### config.mk
export PLATFORM = sky130hd
export DESIGN_NAME = weld_mode_sequencer
export DESIGN_NICKNAME = d
export VERILOG_FILES = /design/src/common/weld_pkg.sv /design/src/hw/weld_mode_sequencer.sv /design/src/hw/weld_tick_gen.sv
export VERILOG_INCLUDE_DIRS = /design/src /design/src/common
export SDC_FILE = /design/constraint.sdc
export NUM_CORES = 1
export LEC_CHECK = 0
export BUFFER_PORTS_ARGS = -buffer_cell sky130_fd_sc_hd__clkbuf_2
export CAP_MARGIN = 20
export CORE_MARGIN = 10
export CORE_UTILIZATION = 61
export CTS_BUF_LIST = sky130_fd_sc_hd__clkbuf_16
export CTS_CLUSTER_SIZE = 30
export DETAILED_ROUTE_END_ITERATION = 16
export GPL_TIMING_DRIVEN = 0
export HOLD_SLACK_MARGIN = 0.08
export PLACE_DENSITY = 0.82
export SLEW_MARGIN = 5
export SYNTH_ARGS = -nofsm -noshare
export SYNTH_HDL_FRONTEND = slang
export SYNTH_HIERARCHICAL = 1
export SYNTH_SLANG_ARGS = --single-unit
### constraint.sdc
create_clock -name pclk -period 13 [get_ports pclk]
set_clock_uncertainty 0.2 [all_clocks]
set_input_delay 1.95 -clock pclk [delete_from_list [all_inputs] [get_ports pclk]]
set_output_delay 1.95 -clock pclk [all_outputs]
set_load 0.02 [all_outputs]
### src/common/weld_params.svh
`ifndef WELD_PARAMS_SVH
`define WELD_PARAMS_SVH

// Clock rate and the weld-time tick derived from it.
`define WM_CLK_HZ 25000000
`define WM_TICK_MS 10
`define WM_TICK_CYCLES ((`WM_CLK_HZ / 1000) * `WM_TICK_MS)
// Cycles that make one joule per watt of delivered power.
`define WM_JOULE_CYCLES 25'h17D7840

// APB register byte offsets.
`define WM_OFF_MODE 8'h00
`define WM_OFF_TIME 8'h04
`define WM_OFF_ENERGY 8'h08
`define WM_OFF_AMPL 8'h0C
`define WM_OFF_STATUS 8'h10
`define WM_OFF_CUTOFF 8'h14
`define WM_OFF_JOULES 8'h18
`define WM_OFF_TICKS 8'h1C

// Status register field positions.
`define WM_ST_ACTIVE 0
`define WM_ST_DONE 1
`define WM_ST_MODE_LO 2

// Weld-mode encodings held in panel register 138.
`define WM_MODE_CONT 2'h0
`define WM_MODE_TIME 2'h1
`define WM_MODE_ENERGY 2'h2

// Reset values and limits; time is in 10 ms ticks, energy in joules.
`define WM_MODE_RST 2'h0
`define WM_TIME_RST 14'h0001
`define WM_TIME_MIN 14'h0001
`define WM_TIME_MAX 14'h0BB8
`define WM_ENERGY_RST 14'h01F4
`define WM_ENERGY_MIN 14'h000A
`define WM_ENERGY_MAX 14'h270F
`define WM_AMPL_RST 14'h0064
`define WM_VALUE_MAX 14'h270F

// Front-panel register numbers.
`define WM_REG_FIRST 8'h65
`define WM_REG_LAST 8'hC7
`define WM_REG_MODE 8'h8A

`endif

### src/common/weld_pkg.sv
package weld_pkg;

    // Front-panel display and key-handling states.
    typedef enum logic [1:0] {
        PNL_BROWSE,
        PNL_EDIT,
        PNL_PARAM,
        PNL_AMPL
    } panel_state_t;

    // Ultrasonic delivery states.
    typedef enum logic [1:0] {
        WS_IDLE,
        WS_WELD,
        WS_DONE
    } weld_state_t;

endpackage

### src/hw/weld_mode_sequencer.sv
`timescale 1ns/10ps
// Notes on behaviour
// - Continuous mode: output follows start input, one clock later.
// - Time mode: output for 0.01 to 30 s.
// - Energy mode: output until 10 to 9999 J.
// - Register 138 holds mode: 0,1,2.
// - Up/down step the selected register number.
// - Config key shows value, lights circle icon.
// - Up/down edit pending; config key commits it at register 138, else just returns.
// - Continuous commit shows mode icon and amplitude.
// - Time/energy shows icon, parameter, editable, committable.
// - Enabled cutoff ends delivery in every mode.
`include "weld_params.svh"
module weld_mode_sequencer
    import weld_pkg::*;
#(
    parameter int TICK_CYCLES = `WM_TICK_CYCLES
) (
    input wire logic pclk,
    input wire logic presetn,
    input wire logic psel,
    input wire logic penable,
    input wire logic pwrite,
    input wire logic [7:0] paddr,
    input wire logic [31:0] pwdata,
    output logic [31:0] prdata,
    output logic pready,
    output logic pslverr,
    input wire logic key_up,
    input wire logic key_down,
    input wire logic key_cfg,
    input wire logic start_in,
    input wire logic cutoff_in,
    input wire logic [15:0] power_w,
    output logic us_on,
    output logic weld_done,
    output logic [13:0] disp_value,
    output logic icon_num,
    output logic icon_circle,
    output logic icon_pct,
    output logic icon_cont,
    output logic icon_time,
    output logic icon_energy
);

    // Limits a value to a closed range.
    function automatic logic [13:0] clamp14(input logic [13:0] v, input logic [13:0] lo,
                                            input logic [13:0] hi);
        if (v < lo) begin
            return lo;
        end else if (v > hi) begin
            return hi;
        end
        return v;
    endfunction

    // True for every offset that the slave answers without error.
    function automatic logic addr_mapped(input logic [7:0] a);
        case (a)
            `WM_OFF_MODE, `WM_OFF_TIME, `WM_OFF_ENERGY, `WM_OFF_AMPL,
            `WM_OFF_STATUS, `WM_OFF_CUTOFF, `WM_OFF_JOULES, `WM_OFF_TICKS: begin
                return 1'b1;
            end
            default: begin
                return 1'b0;
            end
        endcase
    endfunction

    logic [1:0] mode_r; // Committed weld mode.
    logic [13:0] time_r; // Weld time in 10 ms ticks.
    logic [13:0] energy_r; // Energy target in joules.
    logic [13:0] ampl_r; // Amplitude in percent, shown only.
    logic cutoff_en_r; // Lets the cutoff input end a weld.
    panel_state_t pnl_r; // Panel state.
    logic [7:0] sel_r; // Selected panel register number.
    logic [13:0] pend_r; // Pending value under edit.
    weld_state_t ws_r; // Delivery state.
    weld_state_t ws_nxt; // Next delivery state.
    logic [13:0] ticks_r; // Elapsed ticks of the current weld.
    logic [13:0] joules_r; // Joules delivered in the current weld.
    logic [24:0] frac_r; // Sub-joule energy remainder in watt-cycles.
    logic [24:0] frac_sum; // Remainder plus this cycle's power.
    logic tick; // One pulse every 10 ms while welding.
    logic [31:0] rd_mux; // Read data selected by address.
    logic setup_ph; // APB setup phase.
    logic wr_go; // APB write completes this edge.
    logic [1:0] pend_mode; // Pending value as a legal mode code.
    logic mode_commit; // Panel commits register 138 this edge.
    logic param_commit; // Panel commits time or energy this edge.
    logic cut; // Enabled cutoff is active.

    assign setup_ph = psel && !penable;
    assign wr_go = psel && penable && pready && pwrite && addr_mapped(paddr);
    assign pend_mode = (pend_r > 14'h0002) ? `WM_MODE_ENERGY : pend_r[1:0];
    assign mode_commit = (pnl_r == PNL_EDIT) && key_cfg && (sel_r == `WM_REG_MODE);
    assign param_commit = (pnl_r == PNL_PARAM) && key_cfg;
    assign cut = cutoff_en_r && cutoff_in;
    assign frac_sum = frac_r + {9'h000, power_w};

    // The 10 ms time base runs only during delivery.
    weld_tick_gen #(
        .CYCLES(TICK_CYCLES)
    ) u_tick (
        .pclk(pclk),
        .presetn(presetn),
        .run(ws_r == WS_WELD),
        .tick(tick)
    );

    // Read multiplexer; unmapped offsets read as zero.
    always_comb begin
        rd_mux = 32'h00000000;
        case (paddr)
            `WM_OFF_MODE: begin
                rd_mux = {30'h00000000, mode_r};
            end
            `WM_OFF_TIME: begin
                rd_mux = {18'h00000, time_r};
            end
            `WM_OFF_ENERGY: begin
                rd_mux = {18'h00000, energy_r};
            end
            `WM_OFF_AMPL: begin
                rd_mux = {18'h00000, ampl_r};
            end
            `WM_OFF_STATUS: begin
                rd_mux[`WM_ST_ACTIVE] = us_on;
                rd_mux[`WM_ST_DONE] = weld_done;
                rd_mux[`WM_ST_MODE_LO +: 2] = mode_r;
            end
            `WM_OFF_CUTOFF: begin
                rd_mux = {31'h00000000, cutoff_en_r};
            end
            `WM_OFF_JOULES: begin
                rd_mux = {18'h00000, joules_r};
            end
            `WM_OFF_TICKS: begin
                rd_mux = {18'h00000, ticks_r};
            end
            default: begin
                rd_mux = 32'h00000000;
            end
        endcase
    end

    // APB answer: no wait state, so pready rises in the first access cycle.
    // Read data is captured in setup so it is stable across the access phase.
    always_ff @(posedge pclk or negedge presetn) begin
        if (!presetn) begin
            pready <= 1'b0;
            pslverr <= 1'b0;
            prdata <= 32'h00000000;
        end else begin
            pready <= setup_ph;
            pslverr <= setup_ph && !addr_mapped(paddr);
            if (setup_ph) begin
                prdata <= rd_mux;
            end
        end
    end

    // Settings: panel commits and bus writes; out-of-range values are clamped.
    // A panel commit wins over a bus write on the same edge, as the operator is present.
    always_ff @(posedge pclk or negedge presetn) begin
        if (!presetn) begin
            mode_r <= `WM_MODE_RST;
            time_r <= `WM_TIME_RST;
            energy_r <= `WM_ENERGY_RST;
            ampl_r <= `WM_AMPL_RST;
            cutoff_en_r <= 1'b0;
        end else if (mode_commit) begin
            mode_r <= pend_mode;
        end else if (param_commit) begin
            if (mode_r == `WM_MODE_TIME) begin
                time_r <= clamp14(pend_r, `WM_TIME_MIN, `WM_TIME_MAX);
            end else begin
                energy_r <= clamp14(pend_r, `WM_ENERGY_MIN, `WM_ENERGY_MAX);
            end
        end else if (wr_go) begin
            case (paddr)
                `WM_OFF_MODE: begin
                    mode_r <= (pwdata[1:0] == 2'h3) ? `WM_MODE_ENERGY : pwdata[1:0];
                end
                `WM_OFF_TIME: begin
                    time_r <= clamp14(pwdata[13:0], `WM_TIME_MIN, `WM_TIME_MAX);
                end
                `WM_OFF_ENERGY: begin
                    energy_r <= clamp14(pwdata[13:0], `WM_ENERGY_MIN, `WM_ENERGY_MAX);
                end
                `WM_OFF_AMPL: begin
                    ampl_r <= clamp14(pwdata[13:0], 14'h0000, `WM_AMPL_RST);
                end
                `WM_OFF_CUTOFF: begin
                    cutoff_en_r <= pwdata[0];
                end
                default: begin
                    cutoff_en_r <= cutoff_en_r;
                end
            endcase
        end
    end

    // Panel key handling; keys are one-cycle pulses and up wins over down except at the upper limit, where down steps.
    always_ff @(posedge pclk or negedge presetn) begin
        if (!presetn) begin
            pnl_r <= PNL_BROWSE;
            sel_r <= `WM_REG_FIRST;
            pend_r <= 14'h0000;
        end else begin
            case (pnl_r)
                PNL_BROWSE: begin
                    if (key_cfg) begin
                        // Only register 138 is backed here; others show zero.
                        pend_r <= (sel_r == `WM_REG_MODE) ? {12'h000, mode_r} : 14'h0000;
                        pnl_r <= PNL_EDIT;
                    end else if (key_up && sel_r != `WM_REG_LAST) begin
                        sel_r <= sel_r + 8'h01;
                    end else if (key_down && sel_r != `WM_REG_FIRST) begin
                        sel_r <= sel_r - 8'h01;
                    end
                end
                PNL_EDIT, PNL_PARAM: begin
                    if (key_cfg) begin
                        if (mode_commit && pend_mode == `WM_MODE_CONT) begin
                            pnl_r <= PNL_AMPL;
                        end else if (mode_commit) begin
                            // Load the chosen mode's parameter for editing.
                            pend_r <= (pend_mode == `WM_MODE_TIME) ? time_r : energy_r;
                            pnl_r <= PNL_PARAM;
                        end else begin
                            pnl_r <= PNL_BROWSE;
                        end
                    end else if (key_up && pend_r != `WM_VALUE_MAX) begin
                        pend_r <= pend_r + 14'h0001;
                    end else if (key_down && pend_r != 14'h0000) begin
                        pend_r <= pend_r - 14'h0001;
                    end
                end
                PNL_AMPL: begin
                    if (key_cfg) begin
                        pnl_r <= PNL_BROWSE;
                    end
                end
                default: begin
                    pnl_r <= PNL_BROWSE;
                end
            endcase
        end
    end

    // Display drive, registered so the panel sees glitch-free levels.
    always_ff @(posedge pclk or negedge presetn) begin
        if (!presetn) begin
            disp_value <= 14'h0000;
            icon_num <= 1'b0;
            icon_circle <= 1'b0;
            icon_pct <= 1'b0;
            icon_cont <= 1'b0;
            icon_time <= 1'b0;
            icon_energy <= 1'b0;
        end else begin
            icon_num <= (pnl_r == PNL_BROWSE);
            icon_circle <= (pnl_r == PNL_EDIT);
            icon_pct <= (pnl_r == PNL_AMPL);
            icon_cont <= (pnl_r == PNL_AMPL);
            icon_time <= (pnl_r == PNL_PARAM) && (mode_r == `WM_MODE_TIME);
            icon_energy <= (pnl_r == PNL_PARAM) && (mode_r == `WM_MODE_ENERGY);
            case (pnl_r)
                PNL_BROWSE: begin
                    disp_value <= {6'h00, sel_r};
                end
                PNL_AMPL: begin
                    disp_value <= ampl_r;
                end
                default: begin
                    disp_value <= pend_r;
                end
            endcase
        end
    end

    // Delivery next state; a timed, energy or cutoff end holds DONE until start is released.
    always_comb begin
        ws_nxt = ws_r;
        case (ws_r)
            WS_IDLE: begin
                if (start_in && !cut) begin
                    ws_nxt = WS_WELD;
                end
            end
            WS_WELD: begin
                if (cut) begin
                    ws_nxt = WS_DONE;
                end else if (mode_r == `WM_MODE_CONT) begin
                    if (!start_in) begin
                        ws_nxt = WS_IDLE;
                    end
                end else if (mode_r == `WM_MODE_TIME) begin
                    if (tick && (ticks_r + 14'h0001) >= time_r) begin
                        ws_nxt = WS_DONE;
                    end
                end else if (joules_r >= energy_r) begin
                    ws_nxt = WS_DONE;
                end
            end
            WS_DONE: begin
                if (!start_in) begin
                    ws_nxt = WS_IDLE;
                end
            end
            default: begin
                ws_nxt = WS_IDLE;
            end
        endcase
    end

    // Delivery state and its registered outputs.
    always_ff @(posedge pclk or negedge presetn) begin
        if (!presetn) begin
            ws_r <= WS_IDLE;
            us_on <= 1'b0;
            weld_done <= 1'b0;
        end else begin
            ws_r <= ws_nxt;
            us_on <= (ws_nxt == WS_WELD);
            weld_done <= (ws_nxt == WS_DONE);
        end
    end

    // Time and energy measurement, cleared when a weld starts.
    // Power is taken in watts each cycle; a joule is counted per clock-rate watt-cycles.
    always_ff @(posedge pclk or negedge presetn) begin
        if (!presetn) begin
            ticks_r <= 14'h0000;
            joules_r <= 14'h0000;
            frac_r <= 25'h0000000;
        end else if (ws_r == WS_IDLE && ws_nxt == WS_WELD) begin
            ticks_r <= 14'h0000;
            joules_r <= 14'h0000;
            frac_r <= 25'h0000000;
        end else if (ws_r == WS_WELD) begin
            if (tick && ticks_r != 14'h3FFF) begin
                ticks_r <= ticks_r + 14'h0001;
            end
            if (frac_sum >= `WM_JOULE_CYCLES) begin
                frac_r <= frac_sum - `WM_JOULE_CYCLES;
                if (joules_r != 14'h3FFF) begin
                    joules_r <= joules_r + 14'h0001;
                end
            end else begin
                frac_r <= frac_sum;
            end
        end
    end

endmodule // weld_mode_sequencer

### src/hw/weld_tick_gen.sv
`timescale 1ns/10ps
// Emits a one-cycle tick every CYCLES clocks while run is high.
module weld_tick_gen #(
    parameter int CYCLES = 250000
) (
    input wire logic pclk,
    input wire logic presetn,
    input wire logic run,
    output logic tick
);

    // Restarting from zero on every run keeps the first tick a full period after weld start.
    logic [31:0] cnt_r;

    // Cycle counter, held at zero while idle.
    always_ff @(posedge pclk or negedge presetn) begin
        if (!presetn) begin
            cnt_r <= 32'h00000000;
            tick <= 1'b0;
        end else if (!run) begin
            cnt_r <= 32'h00000000;
            tick <= 1'b0;
        end else if (cnt_r == 32'(CYCLES - 1)) begin
            cnt_r <= 32'h00000000;
            tick <= 1'b1;
        end else begin
            cnt_r <= cnt_r + 32'h00000001;
            tick <= 1'b0;
        end
    end

endmodule // weld_tick_gen

# Word-level counts from Yosys, hierarchy flattened
# Memories as Yosys holds them, arrays and structs flattened.
# Index checks and enable logic that the tools add are counted.
# classes
add_sub_neg	9
n_mul	0
div_mod_pow	0
order_cmp	14
n_eq_ne	34
shift	0
mux	101
bitwise	3
n_reduce_logical	53
# op_table
op	count
two-way mux 14 bit	37
two-way mux 25 bit	3
two-way mux 32 bit	2
one-hot mux 14 bit (2 select lines)	2
one-hot mux 10 bit (5 select lines)	1
adder 14 x 1 -> 14 bit, second input constant	3
< comparator 14 x 1 -> 1 bit, second input constant	3
inequality test 14 bit, second input constant	3
two-way mux 2 bit	19
adder 32 x 1 -> 32 bit, second input constant	1
== test 32 x 18 -> 1 bit, second input constant	1
== test 8 x 5 -> 1 bit, second input constant	4
two-way mux 1 bit	32
one-hot mux 4 bit (8 select lines)	1
greater-or-equal comparator 14 bit	2
greater-than comparator 14 x 12 -> 1 bit, second input constant	2
greater-than comparator 14 bit, second input constant	2
< comparator 14 x 4 -> 1 bit, second input constant	2
adder 25 x 16 -> 25 bit	1
greater-or-equal comparator 25 bit, second input constant	1
subtractor 25 bit, second input constant	1
nonzero test 2 bit	11
logical AND 1 bit	21
== test 8 x 4 -> 1 bit, second input constant	2
28 further kinds	57
# totals
regBits	212
latchBits	0
mem_bits_rw	0
romBits	64
inputBits	66
out_inout_bits	56
wordCells	241
n_memories	2
# memory_table
memory	words	width	rd	rd_clocked_by_memory_dff	wr	line_no	rtl
(name not given)	32	1	1	0	0	weld_mode_sequencer.sv:59	case (a)
(name not given)	32	1	1	0	0	weld_mode_sequencer.sv:59	

# Longest topological paths before layout
# depth
word_depth	12
mapped_depth	18
ltp_nobuf	16

# By module
# The synthesis kept the hierarchy.
# by_module_without_submodules
mod	n_inst	cells_per_inst	area_per_inst_um2	seq_area_each_um2
weld_mode_sequencer	1	1336	11215.8	4046.4
weld_tick_gen	1	168	1684.1	825.8

# Least setup slack after synthesis
# Ideal clock, no wire load.
# synth_path
path_kind	in2reg
from	input port power_w[0]
to	register frac_r[16]
setup_time_ps	120
arrival_time_ps	5393
t_required_ps	12680
slack_ps	7287
path_stages	15
path_buffers	0
path_cell_list	ha_1 > inv_1 > fa_1 > nand2b_1 > a211oi_4 > nor2_1 > xnor2_1 > ha_1 > nand3_1 > nor4_1 > nand3_1 > o41ai_2 > o221ai_2 > or4_1 > a41o_1
# synth_via
elab_chain_cells	5
word_cells_on_any_way	6
classes_between	2 x add/sub; 1 x order compare; 3 x mux
# synth_rtl
item	line_no	rtl
start: declaration	weld_mode_sequencer.sv:34	input wire logic [15:0] power_w,
adder 25 x 16 -> 25 bit *	weld_mode_sequencer.sv:99	assign frac_sum = frac_r + {9'h000, power_w};
subtractor 25 bit (no line) or greater-or-equal comparator 25 bit (tied branches)	--	
two-way mux 25 bit *	weld_mode_sequencer.sv:346	if (frac_sum >= `WM_JOULE_CYCLES) begin
two-way mux 25 bit *	weld_mode_sequencer.sv:342	end else if (ws_r == WS_WELD) begin
two-way mux 25 bit *	weld_mode_sequencer.sv:338	end else if (ws_r == WS_IDLE && ws_nxt == WS_WELD) begin
end signal: assignment	weld_mode_sequencer.sv:347	frac_r <= frac_sum - `WM_JOULE_CYCLES;
end signal: assignment	weld_mode_sequencer.sv:352	frac_r <= frac_sum;
end: declaration	weld_mode_sequencer.sv:82	logic [24:0] frac_r;
# Mark *: on every way between the ends. The rest lies on a longest branch, timed or not. The select of a mux whose other input is x is not followed.
# A chain may end at the register's enable or synchronous reset.

# Final worst setup path
# Ends and elaborated chain as after synthesis.

==> parameters.txt <==
Parameter                              Value

Run status
  Result of the run    complete, no violations

Detailed routing
  Average via count per standard cell    6.38
  Antenna violation net count after detailed routing    0
  Number of DRC markers after the initial detailed-route iteration    approximately 1,600
  Drc violations    0
  Routed wirelength normalized by instance count    between 20 and 25 um
  Aggregate routed wire length    38,600 um
  Vias after detailed routing    12,200
  Router iterations before antenna repair    8

CTS
  TritonCTS Sinks    194
  Cts-stage hold buffer count    0
  Root Buffer    clkbuf_16
  Clock tree from TritonCTS    done
  Buffer levels on the longest clock path    2
  Worst skew pair latency    0.45 ns
  Number of gates resized after cts    0
  Clock buffers created by TritonCTS    17
  Number of H-tree levels    4
  # Post-CTS Setup Buffers    0
  Clock transition at the registers of the reported paths    0.07 ns

Timing
  Setup TNS after final layout    0 ns
  Worst hold-check slack    0.283 ns
  Worst-Margin Slew    0.830 ns
  Min cycle time layout    6.09 ns
  Final clock period utilization by the worst path    46.9%
  Count of final setup violators    0
  Unrepaired setup endpoints after global routing    false
  Worst relative slew slack    44.2%
  Number of pins exceeding their max-slew limit in the final report    0
  Fmax achieved    about 160 MHz
  Number of hold-slack violations in the final timing report    0

Floorplanning
  Site row count    between 50 and 60
  Starting utilization of the core area    61.8%
  Area of the core region    20,900 um2
  I/O pin total    122
  Die height    between 150 and 200 um
  DIE AREA    27,400 um2
  Horizontal extent of the die    165 um

Finish
  Layout Nets    around 1,800
  Synthesis-to-layout area growth    11.2%
  Share of post-route cells with drive strength above 1    11.9%
  Fill cell instance count of the final layout    1,734
  Diodes inserted    0

Logic synthesis
  Cell count after synthesis    1,504
  Synth Flop Type    dfrtp_1
  Most common library cells after synthesis    180 x dfrtp_1, 141 x nand2_1, 138 x nor2_1, 138 x o21ai_0, 102 x a21oi_1
  Warnings, synthesis    6
  Most instantiated library cell after synthesis    dfrtp_1
  Seq/Total Area, Yosys    37.8%
  Cell type with the largest total area after synthesis    dfrtp_1
  Biggest area contributors in the synthesized netlist    dfrtp_1 35%, ha_1 6.2%, o21ai_0 5.4%, nand2_1 4.1%, nor2_1 4.0%
  Syn Area/Cell    8.58 um2
  Synthesized flop and latch total    194
  Share of synthesized registers carrying an async set or reset    100%
  Portion of synthesized cell area occupied by the leading cell type    34.9%
  EDFF count, synth    0
  Synth Cell Area    approximately 13,000 um2
  Post-synthesis cell type count    between 80 and 90

Worst setup path
  Required arrival time at the worst endpoint    13.13 ns
  Arrival @ worst endpoint    approximately 6.2 ns
  Sum of buffers and inverters on the critical path    2
  Critical Path Slowest Stage Cell    or4_1
  Type of element capturing the critical path    flip-flop
  Kind of critical path    in2reg
  Critical Path Source Type    input pin
  Critical path fanouts, max    9
  Longest individual stage delay on the worst path    0.57 ns
  CP Cell Sequence    clkbuf_2, ha_1, inv_1, fa_1, nand2b_1, a211oi_4, nor2_1, xnor2_1, ha_1, nand3_1, nor4_1, nand3_1, o41ai_2, o221ai_2, or4_1, a41o_1
  Register-to-register path setup slack    8.13 ns
  Critical path's top delay family    simple AND/OR/NAND/NOR gates

Pwr
  Clock group share of total power    23.6%
  Max IR drop VDD    around 110 uV
  Proportion of power drawn by flip-flops and latches    34.3%
  Areal power density over the cells    157 nW/um2
  Combinational share of power    42.1%
  Leakage component of the power    6.68 nW
  Net switching fraction of the power    between 40% and 50%
  Power dissipated by switching net loads    slightly below 1 mW
  Internal cell power    1.28 mW

Job
  MaxCap Viol Count    0

Min path
  Class of the tightest hold or removal check    reg2reg

Global routing
  GRT Total Usage    28.7%
  Wire length of the first global-routing pass    62,600 um
  Pin count of the biggest net entering global routing    101
  Aggregate global routing overflow    0
  Antenna violations before repair    0
  Via count of the first global-routing pass    around 12,000

Placement
  Placed wire-length estimate after detailed placement    between 20,000 and 30,000 um
  Final GP Congestion    around 1.0
  Number of port buffers    82
==> power groups by stage <==
stage | Clock (mW) | Sequential [mW] | Combinational (mW)
2_1_floorplan | 0 | 0.780 | 0.662
3_3_place_gp | 0 | 0.780 | 0.901
3_5_place_dp | 0 | 0.782 | 0.925
4_1_cts | 0.534 | 0.772 | 0.933
5_1_grt | 0.562 | 0.786 | 1.05
6_report | 0.533 | 0.775 | 0.950
==> final cells by class <==
class                      instances  area, um2  share of cell area [%]
multi-input combinational       1179       7430                    51.8
sequential                       194       4870                    34.0
buffer                            92        449                    3.13
timing repair buffer              83        447                    3.11
clock buffer                      17        425                    2.97
tap                              275        344                    2.40
inverter                          56        210                    1.47
clock inverter                    15        165                    1.15
==> kinds of logic (layout without fill, tap and decap cells) <==
family	count (synthesis)	after routing	share of synthesized area, %
other	1	18	0.0291
XOR/XNOR	95	95	6.51
adder cells (fa/ha/maj)	66	66	6.52
buffers and inverters	148	263	5.11
AND/OR/NAND/NOR	552	552	21.4
AO/OA/AOI/OAI	436	436	21.7
multiplexers	12	12	0.970
flip-flops	194	194	37.8
==> layer usage <==
layer	GRT usage, %	share of wire, %	up-vias
met5	0	0	-
met4	8.10	2.3	0
met3	6.74	10	77
met2	43.1	44	635
met1	40.6	43	5837
li1	-	-	5648
==> path summary, 6_finish.rpt <==
kind / startpoint / to / cells past startpoint
setup / recovery: power_w[0] / frac_r[16]$_DFFE_PN0P_ / 16
hold / removal: prdata[8]$_DFFE_PN0P_ / prdata[8]$_DFFE_PN0P_ / 1
setup reg to reg: frac_r[0]$_DFFE_PN0P_ / frac_r[16]$_DFFE_PN0P_ / 15
hold reg to reg: prdata[8]$_DFFE_PN0P_ / prdata[8]$_DFFE_PN0P_ / 1
max in group asynchronous: presetn / ticks_r[8]$_DFFE_PN0P_ / 2
min in group asynchronous: presetn / pend_r[1]$_DFFE_PN0P_ / 1
==> worst register-to-register path, delay by kind of cell (launching register included) <==
family,cells,cell delay [ns]
AOI/OAI and AO/OA,4,1.37
buffers and inverters,1,0.06
xor gates and xnor gates,1,0.45
DFF,1,0.35
and+or+nand+nor,6,1.52
adders and majority gates,3,0.82
==> placed cells by master, fill, tap and decap left out, drive strengths merged, types with 20 or more instances in the layout <==
| cell | instances |
|---|---|
| dfrtp | 180 |
| buf | 36 |
| and3 | 21 |
| o21ai | 145 |
| inv | 63 |
| xnor2 | 39 |
| xor2 | 56 |
| a22oi | 39 |
| nor3 | 35 |
| a21oi | 103 |
| nor2 | 139 |
| nand2 | 144 |
| a21o | 40 |
| nand2b | 20 |
| ha | 64 |
| nand4 | 32 |
| nor4 | 22 |
| clkbuf | 156 |
| nand3 | 60 |
==> stage by stage <==
stage | setup slack [ns] | total power, mW | instances | area (um2) | utilization (%)
after CTS | 6.92 | 2.24 | 1911 | 14300 | 68.7
final | 6.91 | 2.26 | 1911 | 14300 | 68.7
after global routing | 6.50 | 2.40 | 1911 | 14300 | 68.7
after global placement | 6.06 | 1.68 | 1878 | 13700 | 65.7
after floorplan | 7.29 | 1.44 | 1521 | 13000 | -
after detailed placement | 6.55 | 1.71 | 1879 | 13800 | 65.8
==> registers in the layout (all words and copies together), names as in the netlist, 8 cells and up <==
signal / flops
ticks_r: 14
disp_value: 14
pend_r: 14
u_tick/cnt_r: 32
time_r: 14
frac_r: 25
ampl_r: 14
joules_r: 14
energy_r: 14
sel_r: 8
prdata: 14
Note: power is estimated with default switching activity, not from simulation.
